File: src/design/pewp_regs.vh
// constants for the paged eeprom host controller
`ifndef PEWP_REGS_VH
`define PEWP_REGS_VH
`define PEWP_CLK_PERIOD_NS 8
`define PEWP_BLC_MAX_US 150
`define PEWP_BLC_LIMIT_NS 140000
`define PEWP_BLC_CYC (`PEWP_BLC_LIMIT_NS / `PEWP_CLK_PERIOD_NS)
`define PEWP_WC_MAX_MS 10
`define PEWP_WC_CYC ((`PEWP_WC_MAX_MS * 1000000) / `PEWP_CLK_PERIOD_NS)
`define PEWP_WP_NS 100
`define PEWP_WP_CYC ((`PEWP_WP_NS + `PEWP_CLK_PERIOD_NS - 1) / `PEWP_CLK_PERIOD_NS)
`define PEWP_WPH_NS 50
`define PEWP_WPH_CYC ((`PEWP_WPH_NS + `PEWP_CLK_PERIOD_NS - 1) / `PEWP_CLK_PERIOD_NS)
`define PEWP_ACC_NS 250
`define PEWP_ACC_CYC ((`PEWP_ACC_NS + `PEWP_CLK_PERIOD_NS - 1) / `PEWP_CLK_PERIOD_NS)
`define PEWP_CEPH_NS 150
`define PEWP_CEPH_CYC ((`PEWP_CEPH_NS + `PEWP_CLK_PERIOD_NS - 1) / `PEWP_CLK_PERIOD_NS)
`define PEWP_PAGE_BYTES 128
`define PEWP_CMD_A1 15'h5555
`define PEWP_CMD_A2 15'h2aaa
`define PEWP_CMD_D1 8'haa
`define PEWP_CMD_D2 8'h55
`define PEWP_CMD_LOCK 8'ha0
`define PEWP_CMD_UNL1 8'h80
`define PEWP_CMD_UNL2 8'h20
`define PEWP_POLL_BIT 7
`define PEWP_TOGGLE_BIT 6
`define PEWP_MODE_PLAIN 2'h0
`define PEWP_MODE_LOCKED 2'h1
`define PEWP_MODE_LOCK_ON 2'h2
`define PEWP_MODE_LOCK_OFF 2'h3
`endif

File: src/design/pewp_host.v
// host controller driving a paged parallel eeprom with write lock sequences
// Behaviour
// - same page address on every data write strobe
// - output enable high during byte loads
// - next byte within byte load window
// - protected write loads one to full page
// - commands on fifteen low address lines
// - three command bytes first (six to unlock, none for plain writes), prescribed order
`timescale 1ns/1ps
`include "pewp_regs.vh"
module pewp_host #(
	parameter AW = 17,
	parameter PAGE_BYTES = `PEWP_PAGE_BYTES,
	parameter BLC_CYC = `PEWP_BLC_CYC,
	parameter WC_CYC = `PEWP_WC_CYC
) (
	input wire clk,
	input wire srst,
	input wire start,
	input wire [1:0] mode,
	input wire [AW-8:0] page,
	input wire [7:0] count,
	input wire rd_start,
	input wire [AW-1:0] rd_addr,
	input wire wr_valid,
	input wire [6:0] wr_offset,
	input wire [7:0] wr_data,
	output reg wr_ready,
	output reg busy,
	output reg done,
	output reg timeout,
	output reg rd_done,
	output reg [7:0] rd_data,
	output reg ce_n,
	output reg oe_n,
	output reg we_n,
	output reg [AW-1:0] addr,
	output reg [7:0] dq_o,
	output reg dq_oe_n,
	input wire [7:0] dq_i
);
localparam S_IDLE = 3'h0;
localparam S_CMD = 3'h1;
localparam S_WAIT = 3'h2;
localparam S_LOW = 3'h3;
localparam S_HIGH = 3'h4;
localparam S_POLL = 3'h5;
localparam S_READ = 3'h6;
localparam CW = 24;
reg [2:0] st_q;
reg [CW-1:0] cnt_q;
reg [CW-1:0] gap_q;
reg [CW-1:0] wc_q;
reg [2:0] idx_q;
reg [2:0] ncmd_q;
reg [1:0] mode_q;
reg [7:0] left_q;
reg [AW-8:0] page_q;
reg [7:0] last_q;
reg [6:0] last_off_q;
reg [7:0] prev_q;
reg first_poll_q;
reg [7:0] dq_s1_q;
reg [7:0] dq_s2_q;
reg [14:0] cmd_a;
reg [7:0] cmd_d;
wire data_phase = (idx_q >= ncmd_q);
wire [7:0] sample = dq_s2_q;

// command table, addresses only on the fifteen low lines
always @* begin
	cmd_a = `PEWP_CMD_A1;
	cmd_d = `PEWP_CMD_D1;
	case (idx_q)
	3'h1: begin
		cmd_a = `PEWP_CMD_A2;
		cmd_d = `PEWP_CMD_D2;
	end
	3'h2: begin
		cmd_a = `PEWP_CMD_A1;
		cmd_d = (mode_q == `PEWP_MODE_LOCK_OFF) ? `PEWP_CMD_UNL1 : `PEWP_CMD_LOCK;
	end
	3'h3: begin
		cmd_a = `PEWP_CMD_A1;
		cmd_d = `PEWP_CMD_D1;
	end
	3'h4: begin
		cmd_a = `PEWP_CMD_A2;
		cmd_d = `PEWP_CMD_D2;
	end
	3'h5: begin
		cmd_a = `PEWP_CMD_A1;
		cmd_d = `PEWP_CMD_UNL2;
	end
	default: begin
		cmd_a = `PEWP_CMD_A1;
		cmd_d = `PEWP_CMD_D1;
	end
	endcase
end

always @(posedge clk) begin
	// two stages before anything reads the pins
	dq_s1_q <= dq_i;
	dq_s2_q <= dq_s1_q;
	if (srst) begin
		st_q <= S_IDLE;
		cnt_q <= {CW{1'b0}};
		gap_q <= {CW{1'b0}};
		wc_q <= {CW{1'b0}};
		idx_q <= 3'h0;
		ncmd_q <= 3'h0;
		mode_q <= 2'h0;
		left_q <= 8'h00;
		page_q <= {(AW-7){1'b0}};
		last_q <= 8'h00;
		last_off_q <= 7'h00;
		prev_q <= 8'h00;
		first_poll_q <= 1'b0;
		wr_ready <= 1'b0;
		busy <= 1'b0;
		done <= 1'b0;
		timeout <= 1'b0;
		rd_done <= 1'b0;
		rd_data <= 8'h00;
		ce_n <= 1'b1;
		oe_n <= 1'b1;
		we_n <= 1'b1;
		addr <= {AW{1'b0}};
		dq_o <= 8'h00;
		dq_oe_n <= 1'b1;
	end else begin
		done <= 1'b0;
		rd_done <= 1'b0;
		wr_ready <= 1'b0;
		cnt_q <= cnt_q + 1'b1;
		gap_q <= gap_q + 1'b1;
		wc_q <= wc_q + 1'b1;
		case (st_q)
		S_IDLE: begin
			ce_n <= 1'b1;
			oe_n <= 1'b1;
			we_n <= 1'b1;
			dq_oe_n <= 1'b1;
			busy <= 1'b0;
			idx_q <= 3'h0;
			if (start) begin
				busy <= 1'b1;
				timeout <= 1'b0;
				mode_q <= mode;
				page_q <= page;
				// full page at most, at least one byte for data modes
				left_q <= (count == 8'h00) ? 8'h01 : ((count > PAGE_BYTES) ? PAGE_BYTES[7:0] : count);
				ncmd_q <= (mode == `PEWP_MODE_PLAIN) ? 3'h0 : ((mode == `PEWP_MODE_LOCK_OFF) ? 3'h6 : 3'h3);
				gap_q <= {CW{1'b0}};
				st_q <= (mode == `PEWP_MODE_PLAIN) ? S_WAIT : S_CMD;
			end else if (rd_start) begin
				busy <= 1'b1;
				addr <= rd_addr;
				ce_n <= 1'b0;
				oe_n <= 1'b0;
				cnt_q <= {CW{1'b0}};
				st_q <= S_READ;
			end
		end
		S_CMD: begin
			// command bytes go out, never enter the page data
			// top lines keep the page, low fifteen carry the command
			addr <= {page_q[AW-8:8], cmd_a};
			dq_o <= cmd_d;
			dq_oe_n <= 1'b0;
			oe_n <= 1'b1;
			ce_n <= 1'b0;
			we_n <= 1'b0;
			cnt_q <= {CW{1'b0}};
			st_q <= S_LOW;
		end
		S_WAIT: begin
			oe_n <= 1'b1;
			wr_ready <= 1'b1;
			if (gap_q >= BLC_CYC[CW-1:0] && idx_q != 3'h0) begin
				// window lapsed: device commits what it has
				timeout <= 1'b1;
				wr_ready <= 1'b0;
				wc_q <= {CW{1'b0}};
				first_poll_q <= 1'b1;
				st_q <= S_POLL;
			end else if (wr_valid && wr_ready) begin
				wr_ready <= 1'b0;
				addr <= {page_q, wr_offset};
				last_off_q <= wr_offset;
				last_q <= wr_data;
				dq_o <= wr_data;
				dq_oe_n <= 1'b0;
				ce_n <= 1'b0;
				we_n <= 1'b0;
				cnt_q <= {CW{1'b0}};
				st_q <= S_LOW;
			end
		end
		S_LOW: begin
			if (cnt_q >= `PEWP_WP_CYC - 1) begin
				we_n <= 1'b1;
				cnt_q <= {CW{1'b0}};
				gap_q <= {CW{1'b0}};
				idx_q <= (idx_q == 3'h7) ? idx_q : idx_q + 1'b1;
				if (data_phase) left_q <= left_q - 1'b1;
				st_q <= S_HIGH;
			end
		end
		S_HIGH: begin
			if (cnt_q >= `PEWP_WPH_CYC - 1) begin
				dq_oe_n <= 1'b1;
				if (!data_phase) begin
					st_q <= S_CMD;
				end else if (mode_q == `PEWP_MODE_LOCK_OFF || mode_q == `PEWP_MODE_LOCK_ON) begin
					// lock change needs no data, the period still runs
					wc_q <= {CW{1'b0}};
					first_poll_q <= 1'b1;
					st_q <= S_POLL;
				end else if (idx_q > ncmd_q && left_q == 8'h00) begin
					wc_q <= {CW{1'b0}};
					first_poll_q <= 1'b1;
					st_q <= S_POLL;
				end else begin
					st_q <= S_WAIT;
				end
			end
		end
		S_POLL: begin
			// let the window lapse first so the device starts programming
			if (gap_q < BLC_CYC[CW-1:0]) begin
				ce_n <= 1'b1;
				oe_n <= 1'b1;
			end else if (oe_n && cnt_q >= `PEWP_CEPH_CYC - 1) begin
				// chip select rests high between polls, else the read is unreliable
				addr <= {page_q, last_off_q};
				ce_n <= 1'b0;
				oe_n <= 1'b0;
				cnt_q <= {CW{1'b0}};
			end else if (cnt_q >= `PEWP_ACC_CYC + 2) begin
				oe_n <= 1'b1;
				ce_n <= 1'b1;
				prev_q <= sample;
				first_poll_q <= 1'b0;
				cnt_q <= {CW{1'b0}};
				gap_q <= BLC_CYC[CW-1:0];
				// ready when toggling stops and, for plain and locked writes, poll bit matches bit 7 of the last byte written
				if (!first_poll_q && sample[`PEWP_TOGGLE_BIT] == prev_q[`PEWP_TOGGLE_BIT] &&
				    (mode_q != `PEWP_MODE_PLAIN && mode_q != `PEWP_MODE_LOCKED ||
				     sample[`PEWP_POLL_BIT] == last_q[`PEWP_POLL_BIT] ||
				     mode_q == `PEWP_MODE_PLAIN && 1'b0)) begin
					done <= 1'b1;
					st_q <= S_IDLE;
				end else if (wc_q >= WC_CYC[CW-1:0]) begin
					// device self-times; past the period we give up waiting
					done <= 1'b1;
					timeout <= 1'b1;
					st_q <= S_IDLE;
				end
			end
		end
		S_READ: begin
			if (cnt_q >= `PEWP_ACC_CYC + 2) begin
				rd_data <= sample;
				rd_done <= 1'b1;
				ce_n <= 1'b1;
				oe_n <= 1'b1;
				gap_q <= {CW{1'b0}};
				cnt_q <= {CW{1'b0}};
				st_q <= S_IDLE;
			end
		end
		default: st_q <= S_IDLE;
		endcase
	end
end
endmodule // pewp_host

File: config.mk
export PLATFORM = sky130hd
export DESIGN_NAME = pewp_host
export DESIGN_NICKNAME = d
export VERILOG_FILES = /design/src/design/pewp_host.v
export VERILOG_INCLUDE_DIRS = /design/src /design/src/design
export SDC_FILE = /design/constraint.sdc
export NUM_CORES = 1
export LEC_CHECK = 0
export ABC_CLOCK_PERIOD_IN_PS = 4700
export BUFFER_PORTS_ARGS = -buffer_cell sky130_fd_sc_hd__buf_4
export CORE_ASPECT_RATIO = 2
export CORE_MARGIN = 3
export CORE_UTILIZATION = 62
export CTS_BUF_LIST = sky130_fd_sc_hd__clkbuf_16
export DETAILED_ROUTE_END_ITERATION = 16
export PLACE_DENSITY = 0.84
export SETUP_SLACK_MARGIN = 0.3
export SLEW_MARGIN = 15
export SYNTH_ARGS = -nofsm -noshare
export SYNTH_HDL_FRONTEND = slang
export SYNTH_SLANG_ARGS = --single-unit
export TNS_END_PERCENT = 5
File: constraint.sdc
create_clock -name clk -period 4.7 [get_ports clk]
set_input_delay 0.705 -clock clk [delete_from_list [all_inputs] [get_ports clk]]
set_output_delay 0.705 -clock clk [all_outputs]
set_load 0.1 [all_outputs]
After elaboration in Yosys (flattened, before gate mapping)
Cells that the tools add are included.
- output and inout bits: 42
- input bits: 65
- register bits: 182
- bitwise operators: 7
- equal/unequal tests: 39
- muxes and demuxes: 101
- reductions and logical operators: 44
- magnitude comparators: 10
- $add $sub $neg: 5
- operators by type and width (cell ; number):
    24-bit two-way mux ; 19
    24-bit case mux with 6 select lines ; 1
    17-bit two-way mux ; 6
    24-bit case mux with 4 select lines ; 1
    24-bit by 1-bit adder with 24-bit output, second input constant ; 3
    17-bit case mux with 4 select lines ; 1
    3-bit two-way mux ; 19
    8-bit two-way mux ; 7
    24-bit case mux with 2 select lines ; 1
    2-bit inequality test, second input constant ; 18
    1-bit two-way mux ; 32
    8-bit case mux with 2 select lines ; 2
    24-bit by 15-bit >= comparator with 1-bit output, second input constant ; 1
    24-bit by 21-bit >= comparator with 1-bit output, second input constant ; 1
    24-bit by 3-bit >= comparator with 1-bit output, second input constant ; 1
    24-bit by 4-bit >= comparator with 1-bit output, second input constant ; 1
    24-bit by 5-bit >= comparator with 1-bit output, second input constant ; 1
    24-bit by 6-bit >= comparator with 1-bit output, second input constant ; 1
    24-bit by 15-bit < comparator with 1-bit output, second input constant ; 1
    8-bit case mux with 3 select lines ; 1
    3-bit case mux with 7 select lines ; 1
    3-bit equality test, second input constant ; 6
    8-bit zero test ; 2
    4-bit AND reduction ; 4
    36 further kinds ; 75

Depth between registers and ports, before layout
Gate-level depths: netlist (run 1).
- word-level depth: 9
- gate-level depth with buffers: 9
- depth with buffers taken out: 8

Worst setup path after synthesis (run 1)
No wires, ideal clock.
- kind: reg-to-reg
- start: reg gap_q[13]
- end: reg gap_q[2]
- data required time: 4633 ps
- path buffers: 2
- cell stages (with the launch flop): 9
- slack: 2232 ps
- arrival time: 2401 ps
- path through: dfxtp_1 > or3_1 > a211o_1 > and3_1 > buf_6 > or4b_4 > or3_1 > buf_6 > a21oi_2
- cells in the longest elaborated chain, start to end: 3
- ends and longest elaborated chain (item ; RTL line ; text):
    from (decl) ; pewp_host.v:52 ; reg [CW-1:0] gap_q;
    from (signal assigned) ; pewp_host.v:109 ; gap_q <= {CW{1'b0}};
    from (signal assigned) ; pewp_host.v:137 ; gap_q <= gap_q + 1'b1;
    from (signal assigned) ; pewp_host.v:155 ; gap_q <= {CW{1'b0}};
    24-bit by 15-bit < comparator with 1-bit output ; pewp_host.v:232 ; if (gap_q < BLC_CYC[CW-1:0]) begin
    24-bit two-way mux ; pewp_host.v:232 ;
    24-bit case mux with 4 select lines ; pewp_host.v:139 ; case (st_q)
Every way passes these cells.
A chain may end at the register's enable or synchronous reset.

Worst setup path in the final report (run 1)
- start: reg st_q[2]
- end: reg left_q[3]
- cells in the longest elaborated chain, start to end: 3
- ends and longest elaborated chain (item ; RTL line ; text):
    from (decl) ; pewp_host.v:50 ; reg [2:0] st_q;
    from (signal assigned) ; pewp_host.v:156 ; st_q <= (mode == `PEWP_MODE_PLAIN) ? S_WAIT : S_CMD;
    3-bit by 2-bit equality test with 1-bit output / 3-bit zero test (equally long branches) ; pewp_host.v:139 ;
    2-bit inequality test (no source line) / 2-bit nonzero test (equally long branches) ; n/a ;
    4-bit AND reduction (no source line) ; n/a ;
    to (signal assigned) ; pewp_host.v:153 ; left_q <= (count == 8'h00) ? 8'h01 : ((count > PAGE_BYTES) ? PAGE_BYTES[7:0] : count);
    to (signal assigned) ; pewp_host.v:207 ; if (data_phase) left_q <= left_q - 1'b1;
    to (decl) ; pewp_host.v:57 ; reg [7:0] left_q;
Several ways; a longest one is shown, not always the timed one.

==> results.md, run 1 <==
- Power Dens Cells: 604 nW/um^2
- Ys Warns: 0
- Crit-path cells: buf_4 > nand3b_1 > or3_1 > nor4_4 > nor2_1 > o21ai_0 > a221oi_1
- Die Height: 168 um
- Seq/Total Area, Yosys: 41.6%
- P_int: 3.04 mW
- Post-CTS setup repair buffer count: 0
- IO Count: 107
- Vias: 7568
- Port Buf Inserts: 106
- Ys async rst share: 0%
- Clock root buffer: clkbuf_16
- Final setup fails: 0
- Static Leakage: 3.69 nW
- Starting Density: 64.0%
- Layout Skew: 12.6 ps
- PostCTS Resize Cnt: 0
- Post-Syn Nets: 1040
- Sw Ratio: 47.3%
- Status: finished clean
- CP max stage delay: 1010 ps
- Met1 usage in global routing: 31.8%
- Post-route DRC: 0
- Grt met3 use: 4.41%
- Initial antenna violation count: 0
- CTS Buf Count: 17
- PnR Total Power: 5.78 mW
- Tot GR Track Use: 31.3%
- Vias in the first global route: 7551
- Yosys reg bits: 169
- Tcrit/Tclk final: 72.3%
- Gate Count Post-Synth: 957
- Register Area: 3380 um^2
- CTS max path bufs: 2
- First-pass GRT wire length: 36500 um
- Unrepaired setup endpoints after global routing: false
- Pins over their slew limit: 0
- CTS tree: yes
- Net switching power: 2.73 mW
- Mapped Area: 8130 um^2
- Setup CP Type: register to register
- Placer Congestion: 0.914
- ANT cells: 0
- Top Usage Layer GRT: met2
- Layout Nets: 1114
- Reg clk slew, reported paths: 80 ps
- Final wirelength: 22400 um
- Clk pwr share: 25.2%
- Synth area leaders: dfxtp_1, nor3_1, nand2_1
- CORE AREA: 12700 um^2
- Peak supply drop: 0.718 mV
- Dominant cell type by area after synthesis: dfxtp_1
- DRT iter0 DRCs: 539
- Pre-antenna DRT Iters: 7
- Row count: 58
- TritonCTS Sinks: 169
- CTS hold repair buffers: 0
- H-tree depth: 4
- Crit-path slowest cell: dfxtp_1
- CP max FO: 33
- Largest net degree at the start of global routing: 74
- Critical Path Sink Type: register
- Ys flop type: dfxtp_1
- Syn Area/Cell: 8.49 um^2
- Max-cap violations: 0
- Distinct cells, synth: 66
- DP Wirelength: 15600 um
- Sequential power share: 32.4%
- Chip width: 87.0 um
- DP Cell Count: 1162
- Layout area overhead: 17.7%
- Overflow after GRT: 0
- Min cycle time layout: 3400 ps
- Tightest Pin Transition: 1040 ps
- Die area: 14600 um^2
- Fmax: 294 MHz
- Setup crit start kind: register
- HP Class: register to register
- Antenna Violating Nets Remaining: 0
- Hold WS: 330 ps
- Place WS: 1390 ps
- Final hold violation count: 0
- Share of cells above drive strength 1: 16.2%
- Comb power frac: 42.4%
- Critical path data arrival time: 3730 ps
- Met2 Use GR: 55.7%
- Number of vias per cell: 6.34
- Area occupied by multi-input gates: 4380 um^2
- Clk_lat worst skew: 440 ps
- Normalized max-slew margin: 30.6%
- Fillers: 911
- EDFF count, synth: 0
- CP required: 5040 ps
- Setup TNS: 0 ps
- DR WL/cell: 18.8 um
- Post-route setup slack: 1300 ps
- Yosys top cell area share: 41.6%
- Final Non-Filler Cells: 1194
[logic make-up after synthesis]
logic type | share of synthesized area, %
XOR/XNOR | 7.22
AND/OR/NAND/NOR | 23.3
buffers and inverters | 4.45
flip-flops | 41.6
AO/OA/AOI/OAI | 17.5
adder cells (fa/ha/maj) | 2.86
multiplexers | 3.09
[state kept, by name (all words and copies together) (netlist names), 10 cells and up]
register,flops
gap_q,24
wc_q,24
page_q,10
cnt_q,24
addr,17
[cell usage in the layout, fill, tap and decap left out, drive strengths merged, types with 18 or more instances in the layout]
master	count
mux2i	24
nor2	86
nand4	18
buf	114
dfxtp	169
a21oi	61
xnor2	28
nor3	76
nand3	28
o21ai	45
xor2	39
nand2	93
inv	34
[worst max-delay path, delay by kind of cell (launching register included)]
kind | cells | cell delay [ps]
AOI/OAI and AO/OA | 2 | 510
DFF | 1 | 1010
buffers and inverters | 1 | 330
and+or+nand+nor | 4 | 1440
[through the flow]
stage	cell area (um^2)	utilization, %
after floorplan	8130	-
after global placement	8920	70.3
after detailed placement	8920	70.3
after CTS	9570	75.3
after global routing	9570	75.3
final	9570	75.3
[cell usage after synthesis, drive strengths merged, types with 2 or more instances]
library cell / n
o21ai: 45
o41ai: 2
inv: 29
nand2: 93
a211oi: 15
o221ai: 12
nand3: 28
mux2i: 24
o211ai: 8
o22ai: 5
and4: 6
buf: 9
a31o: 4
a31oi: 9
nor4: 15
and2: 6
a21oi: 61
a211o: 2
dfxtp: 169
nand2b: 4
or4: 11
nor2b: 7
or2: 2
nand4: 18
nor3b: 5
o311ai: 2
clkinv: 2
or4b: 2
a221oi: 13
nor3: 76
or3: 8
clkbuf: 50
o21a: 4
nor2: 86
o2bb2ai: 4
ha: 17
and3: 11
o31ai: 7
xnor2: 28
xor2: 39
[per-layer routing]
layer | routed length (um) | vias to the layer above
li1 | - | 3601
met1 | 7800 | 3563
met2 | 12100 | 292
met3 | 912 | 112
met4 | 1600 | 0
met5 | 0 | -
[power by group through the flow]
stage	sequential [mW]	clock, mW	combinational, mW
finish	1.87	1.45	2.45
detailed placement	1.89	0	2.42
global route	1.90	1.53	2.61
global placement	1.89	0	2.38
CTS	1.86	1.47	2.43
floorplan	2.60	0	1.11
[worst paths after layout]
| path | startpoint | to | slack [ps] | cells past startpoint |
|---|---|---|---|---|
| min reg2reg | dq_s1_q[1]$_DFF_P_ | dq_s2_q[1]$_DFF_P_ | 330 | 0 |
| max reg2reg | st_q[2]$_SDFFE_PP0P_ | left_q[3]$_SDFFE_PP0P_ | 1300 | 7 |
| max | st_q[2]$_SDFFE_PP0P_ | left_q[3]$_SDFFE_PP0P_ | 1300 | 7 |
| min | dq_s1_q[1]$_DFF_P_ | dq_s2_q[1]$_DFF_P_ | 330 | 0 |
[layout make-up]
class | count | area share, %
clock buffers | 17 | 4.45
clock inverters | 15 | 2.26
inverters | 31 | 1.22
multi-input cells | 698 | 45.8
flip-flops and latches | 169 | 35.4
well taps | 150 | 1.96
repair buffers | 114 | 8.95
Power figures use the tool's default switching activity.
==> inputs of run 2 (changes only) <==
Settings changed: ABC_CLOCK_PERIOD_IN_PS 4700 to 3540, CORE_UTILIZATION 62 to 58, PLACE_DENSITY 0.84 to 0.79.
Clock period 4.7 ns to 3.54 ns, I/O delays scaled along.
==> run 2 against run 1 <==
Largest cell class unchanged; critical path depth rose by 2; non-clock buffer count grew 13; sequential share of layout area is 0.47 points lower; global-route usage decreased by 3.9 points; final cell count grew 4.1%; first-iteration DRC count shrank 13%; critical path type unchanged; maximum frequency increased by 14%; core utilization fell by 4.0 points.
==> results.md, run 2 (same netlist as run 1, synthesis figures left out) <==
- CP max stage delay: 660 ps
- Pins over their slew limit: 0
- CP bufs+invs: 2
- DRT iter0 DRCs: 470
- CTS Buf Count: 17
- CORE AREA: 13600 um^2
- CP max FO: 24
- Post-route core utilization: 71.3%
- Critical path data arrival time: 3260 ps
- Tcrit/Tclk final: 84.2%
- Post-route setup slack: 560 ps
- First-pass GRT wire length: 35200 um
- Post-route DRC: 0
- Chip width: 89.7 um
- Die area: 15600 um^2
- Initial antenna violation count: 0
- Final setup fails: 0
- DP Cell Count: 1211
- Static Leakage: 3.75 nW
- Layout area overhead: 19.3%
- Power Dens Cells: 792 nW/um^2
- Setup crit start kind: register
- Vias: 7390
- Fillers: 1071
- Reg clk slew, reported paths: 80 ps
- TritonCTS Sinks: 169
- Most frequent cells in the layout: dfxtp_1, buf_4, nand2_1, nor2_1, nor3_1
- Status: finished clean
- Clk_lat worst skew: 440 ps
- ANT cells: 0
- CTS max path bufs: 2
- Hold WS: 190 ps
- Starting Density: 59.8%
- Antenna Violating Nets Remaining: 0
- Die Height: 173 um
- Final Non-Filler Cells: 1243
- Share of cells above drive strength 1: 17.3%
- Layout Nets: 1127
- Commonest non-fill, non-tap cell in the layout: dfxtp_1
- H-tree depth: 4
- Largest net degree at the start of global routing: 75
- Min cycle time layout: 2980 ps
- Setup CP Type: register to register
- Tightest Pin Transition: 805 ps
- IO Count: 107
- Normalized max-slew margin: 46.2%
- Placer Congestion: 0.934
- Vias in the first global route: 7300
- CTS tree: yes
- Tot GR Track Use: 27.3%
- Port Buf Inserts: 106
- Crit-path cells: inv_1 > ha_1 > or4b_2 > nor4_1 > o211ai_1 > a21oi_1 > o2111a_1 > buf_4 > nor3_1
- Final wirelength: 21400 um
- Pre-antenna DRT Iters: 5
- Unrepaired setup endpoints after global routing: false
- Row count: 60
- Crit-path slowest cell: or4b_2
- Layout Skew: 14.0 ps
- Peak supply drop: 0.432 mV
- Post-CTS setup repair buffer count: 0
- Final hold violation count: 0
- Clock root buffer: clkbuf_16
- Max-cap violations: 0
- PnR Total Power: 7.67 mW
- DP Wirelength: 15400 um
- Number of vias per cell: 5.95
- Setup TNS: 0 ps
- CP required: 3820 ps
- Critical Path Sink Type: register
- DR WL/cell: 17.2 um
- Final Instance Area: 9690 um^2
- Fmax: 336 MHz
- Largest regs: cnt_q (24), gap_q (24), wc_q (24)
- Overflow after GRT: 0
- CP delay by family, top: simple AND/OR/NAND/NOR gates
- Placed cell areas: 9070 um^2
- Place WS: 491 ps
- HP Class: primary input to register
## run 2: changes by cell type in the layout (fill, tap and decap cells not counted), sizes merged
| cell | change |
|---|---|
| buf | +13 |
| clkinv | -1 |
| inv | +1 |
## run 2: layout make-up
class                           count  area (um^2)  share of cell area, %
Sequential cell                   169         3380                   34.9
Clock inverter                     15          199                   2.05
Multi-Input combinational cell    698         4380                   45.2
Timing Repair Buffer              127          953                   9.83
Clock buffer                       17          425                   4.39
Tap cell                          186          233                   2.40
Inverter                           31          116                   1.20
## run 2: per-layer routing
metal	GRT usage, %	part of all wire [%]	vias up
li1	-	-	3624
met1	28.6	37	3504
met2	52.4	56	207
met3	4.69	3.7	55
met4	12.1	3.2	0
met5	0	0	-
## run 2: power breakdown
part	internal, mW	switching, mW
clock network	0.969	0.941
logic	0.931	2.39
registers	2.18	0.267
total	4.08	3.59
## run 2: timing repair
action,4_1_cts,5_1_grt
resized for setup,0,1
hold buffers,0,0
setup endpoints to repair,0,6
endpoints found under the hold margin,0,0
## run 2: worst paths after layout
path / start / endpoint / slack [ps] / depth (start not counted)
min: dq_i[3] / dq_s1_q[3]$_DFF_P_ / 190 / 1
min reg2reg: dq_s1_q[1]$_DFF_P_ / dq_s2_q[1]$_DFF_P_ / 330 / 0
max reg2reg: left_q[0]$_SDFFE_PP0P_ / wc_q[19]$_SDFF_PP0_ / 560 / 9
max: left_q[0]$_SDFFE_PP0P_ / wc_q[19]$_SDFF_PP0_ / 560 / 9
==> inputs of run 3 (changes only) <==
Settings changed: ABC_AREA set to 1, ABC_CLOCK_PERIOD_IN_PS 3540 to 2410, CORE_UTILIZATION 58 to 53, PLACE_DENSITY 0.79 to 0.76.
Clock period 3.54 ns to 2.41 ns, I/O delays scaled along.
==> run 3 against run 2 <==
Sequential power grew 46%; worst setup slack lost 240 ps; non-clock buffer count increased by 2; area after synthesis grew 7.3%; hold slack worse by 180 ps; routed wire length rose by 12%; critical path depth is 2 higher; clock skew about the same; sequential share of layout area is 2.6 points lower; sequential cell count unchanged; largest power group unchanged.
==> results.md, run 3 <==
- ANT cells: 0
- Antenna Violating Nets Remaining: 0
- Status: finished clean
- Cell mode on critical path: nor2_1
- Unrepaired setup endpoints after global routing: true
- Tightest Pin Transition: 622 ps
- Sw Ratio: 47.6%
- Layout area overhead: 20.2%
- Final setup fails: 0
- Power Dens Cells: 1140 nW/um^2
- Row count: 65
- Overflow after GRT: 0
- CP max stage delay: 460 ps
- Stages on worst setup path: 11
- Net switching power: 5.68 mW
- Vias: 8570
- Die Height: 187 um
- Clk pwr share: 23.5%
- R2r worst-path depth: 11
- Final wirelength: 23900 um
- Distinct cells, synth: 48
- Final Non-Filler Cells: 1628
- Final Instance Area: 10500 um^2
- CTS Buf Count: 17
- Final hold violation count: 0
- DR WL/cell: 14.7 um
- Pins over their slew limit: 0
- PnR Total Power: 11.9 mW
- Most frequent cells after synthesis: nor2_1, nand2_1, dfxtp_1
- H-tree depth: 4
- Fmax: 478 MHz
- Seq/Total Area, Yosys: 38.8%
- Yosys reg bits: 169
- CP delay by family, top: simple AND/OR/NAND/NOR gates
- Post-Syn Nets: 1376
- Pre-antenna DRT Iters: 5
- Crit-path cells: inv_2 > nand2_2 > nand2_1 > nor2_1 > nand2_1 > nand3_1 > nor2_4 > nand2_4 > inv_1 > nor2_1 > nor2_1
- Critical path data arrival time: 2430 ps
- Layout Skew: 13.8 ps
- CTS tree: yes
- Placer Congestion: 0.954
- Ys Warns: 0
- Worst hold stages: 1
- Vias in the first global route: 8601
- HP Class: primary input to register
- CTS max path bufs: 2
- CP required: 2740 ps
- Die area: 18100 um^2
- Tot GR Track Use: 26.4%
- Critical Path Sink Type: register
- Initial antenna violation count: 0
- TritonCTS Sinks: 169
- EDFF count, synth: 0
- Peak supply drop: 0.661 mV
- Crit-path slowest cell: dfxtp_1
- Setup CP Type: register to register
- Tcrit/Tclk final: 86.7%
- Ys flop type: dfxtp_1
- Normalized max-slew margin: 58.4%
- Syn Area/Cell: 6.74 um^2
- Setup crit start kind: register
- Largest regs: cnt_q (24), gap_q (24), wc_q (24)
- Ys async rst share: 0%
- Chip width: 96.7 um
- Clk_lat worst skew: 440 ps
- DP Wirelength: 18000 um
- P_int: 6.26 mW
- Port Buf Inserts: 106
- Mapped Area: 8720 um^2
- Placed cell areas: 9790 um^2
- Static Leakage: 4.73 nW
- CORE AREA: 15900 um^2
- CP max FO: 27
- Most frequent cells in the layout: nor2_1, nand2_1, dfxtp_1, inv_1, buf_4
- Setup TNS: 0 ps
- Dominant cell type by area after synthesis: dfxtp_1
- Min cycle time layout: 2090 ps
- Starting Density: 54.7%
- Number of vias per cell: 5.26
- DP Cell Count: 1592
- IO Count: 107
- Yosys top cell area share: 38.8%
- Comb power frac: 46.6%
- Gate Count Post-Synth: 1293
- Commonest non-fill, non-tap cell in the layout: nor2_1
- Layout Nets: 1497
- Post-route DRC: 0
- Sequential power share: 30.0%
- CTS hold repair buffers: 0
- DRT iter0 DRCs: 427
- CP bufs+invs: 2
- First-pass GRT wire length: 39000 um
- Synth area leaders: dfxtp_1, nor2_1, nand2_1
- Reg clk slew, reported paths: 80 ps
- Max-cap violations: 0
- Clock root buffer: clkbuf_16
- Most common cell in the netlist: nor2_1
- Share of cells above drive strength 1: 15.4%
- Largest net degree at the start of global routing: 75
==> run 3: cell types whose count changed after synthesis, sizes merged, moves of 13 or more <==
cell and change:
nand3 +42, nor2 +200, mux2i -24, a221oi -13, nand2 +169, clkbuf -36, nor3 -49, inv +143
xor2 -13, xnor2 -19, o21ai +39
==> run 3: final cells by class <==
class / instances / area [um^2]
Tap cell: 201 / 251
Timing Repair Buffer: 129 / 1020
Sequential cell: 169 / 3390
Multi-Input combinational cell: 924 / 4560
Fill cell: 1481 / 5460
Inverter: 173 / 649
Clock inverter: 15 / 189
Clock buffer: 17 / 425
==> run 3: stage by stage <==
step           utilization, %  setup WS (ps)  hold WS (ps)
2_1_floorplan               -            307           310
3_3_place_gp             61.4            339           311
3_5_place_dp             61.4            305           313
4_1_cts                  65.3            292          2.43
5_1_grt                  65.8           97.4          1.38
6_report                 65.8            320          14.0
==> run 3: logic make-up after synthesis <==
logic type               count (synthesis)  share of synthesized area [%]
AO/OA/AOI/OAI                          178                           11.1
XOR/XNOR                                35                           3.52
adder cells (fa/ha/maj)                 18                           2.67
buffers and inverters                  200                           9.11
flip-flops                             169                           38.8
AND/OR/NAND/NOR                        693                           34.8
==> run 3: worst reg2reg max path, delay by kind of cell, from the launching register on <==
family	cells	cell delay [ps]
simple gates	9	1220
flops	1	460
buf+inv	2	300
==> run 3: worst paths after layout <==
path | from | end | slack, ps
hold reg to reg | dq_s1_q[3]$_DFF_P_ | dq_s2_q[3]$_DFF_P_ | 330
setup reg to reg | st_q[2]$_SDFFE_PP0P_ | addr[1]$_SDFFE_PP0P_ | 320
setup / recovery | st_q[2]$_SDFFE_PP0P_ | addr[1]$_SDFFE_PP0P_ | 320
hold / removal | dq_i[1] | dq_s1_q[1]$_DFF_P_ | 10
==> run 3: layer usage <==
| metal | track usage, % | share of wire, % | vias to the layer above | routed length, um |
|---|---|---|---|---|
| met1 | 24.5 | 34 | 3885 | 8230 |
| met3 | 3.88 | 3.5 | 102 | 827 |
| li1 | - | - | 4347 | - |
| met2 | 50.7 | 55 | 236 | 13300 |
| met5 | 0 | 0 | - | 0 |
| met4 | 19.1 | 6.7 | 0 | 1620 |
==> run 3: repair_timing <==
action / CTS / global route
endpoints found under the setup margin: 4 / 82
cloned: 0 / 1
resized for setup: 1 / 9
buffers inserted: 0 / 3
pin swaps: 0 / 5
==> run 3: power groups by stage <==
stage	clock (mW)	sequential [mW]	combinational (mW)
2_1_floorplan	0	4.83	2.90
3_3_place_gp	0	3.61	5.31
3_5_place_dp	0	3.62	5.38
4_1_cts	2.84	3.56	5.43
5_1_grt	2.93	3.62	6.17
6_report	2.80	3.58	5.56
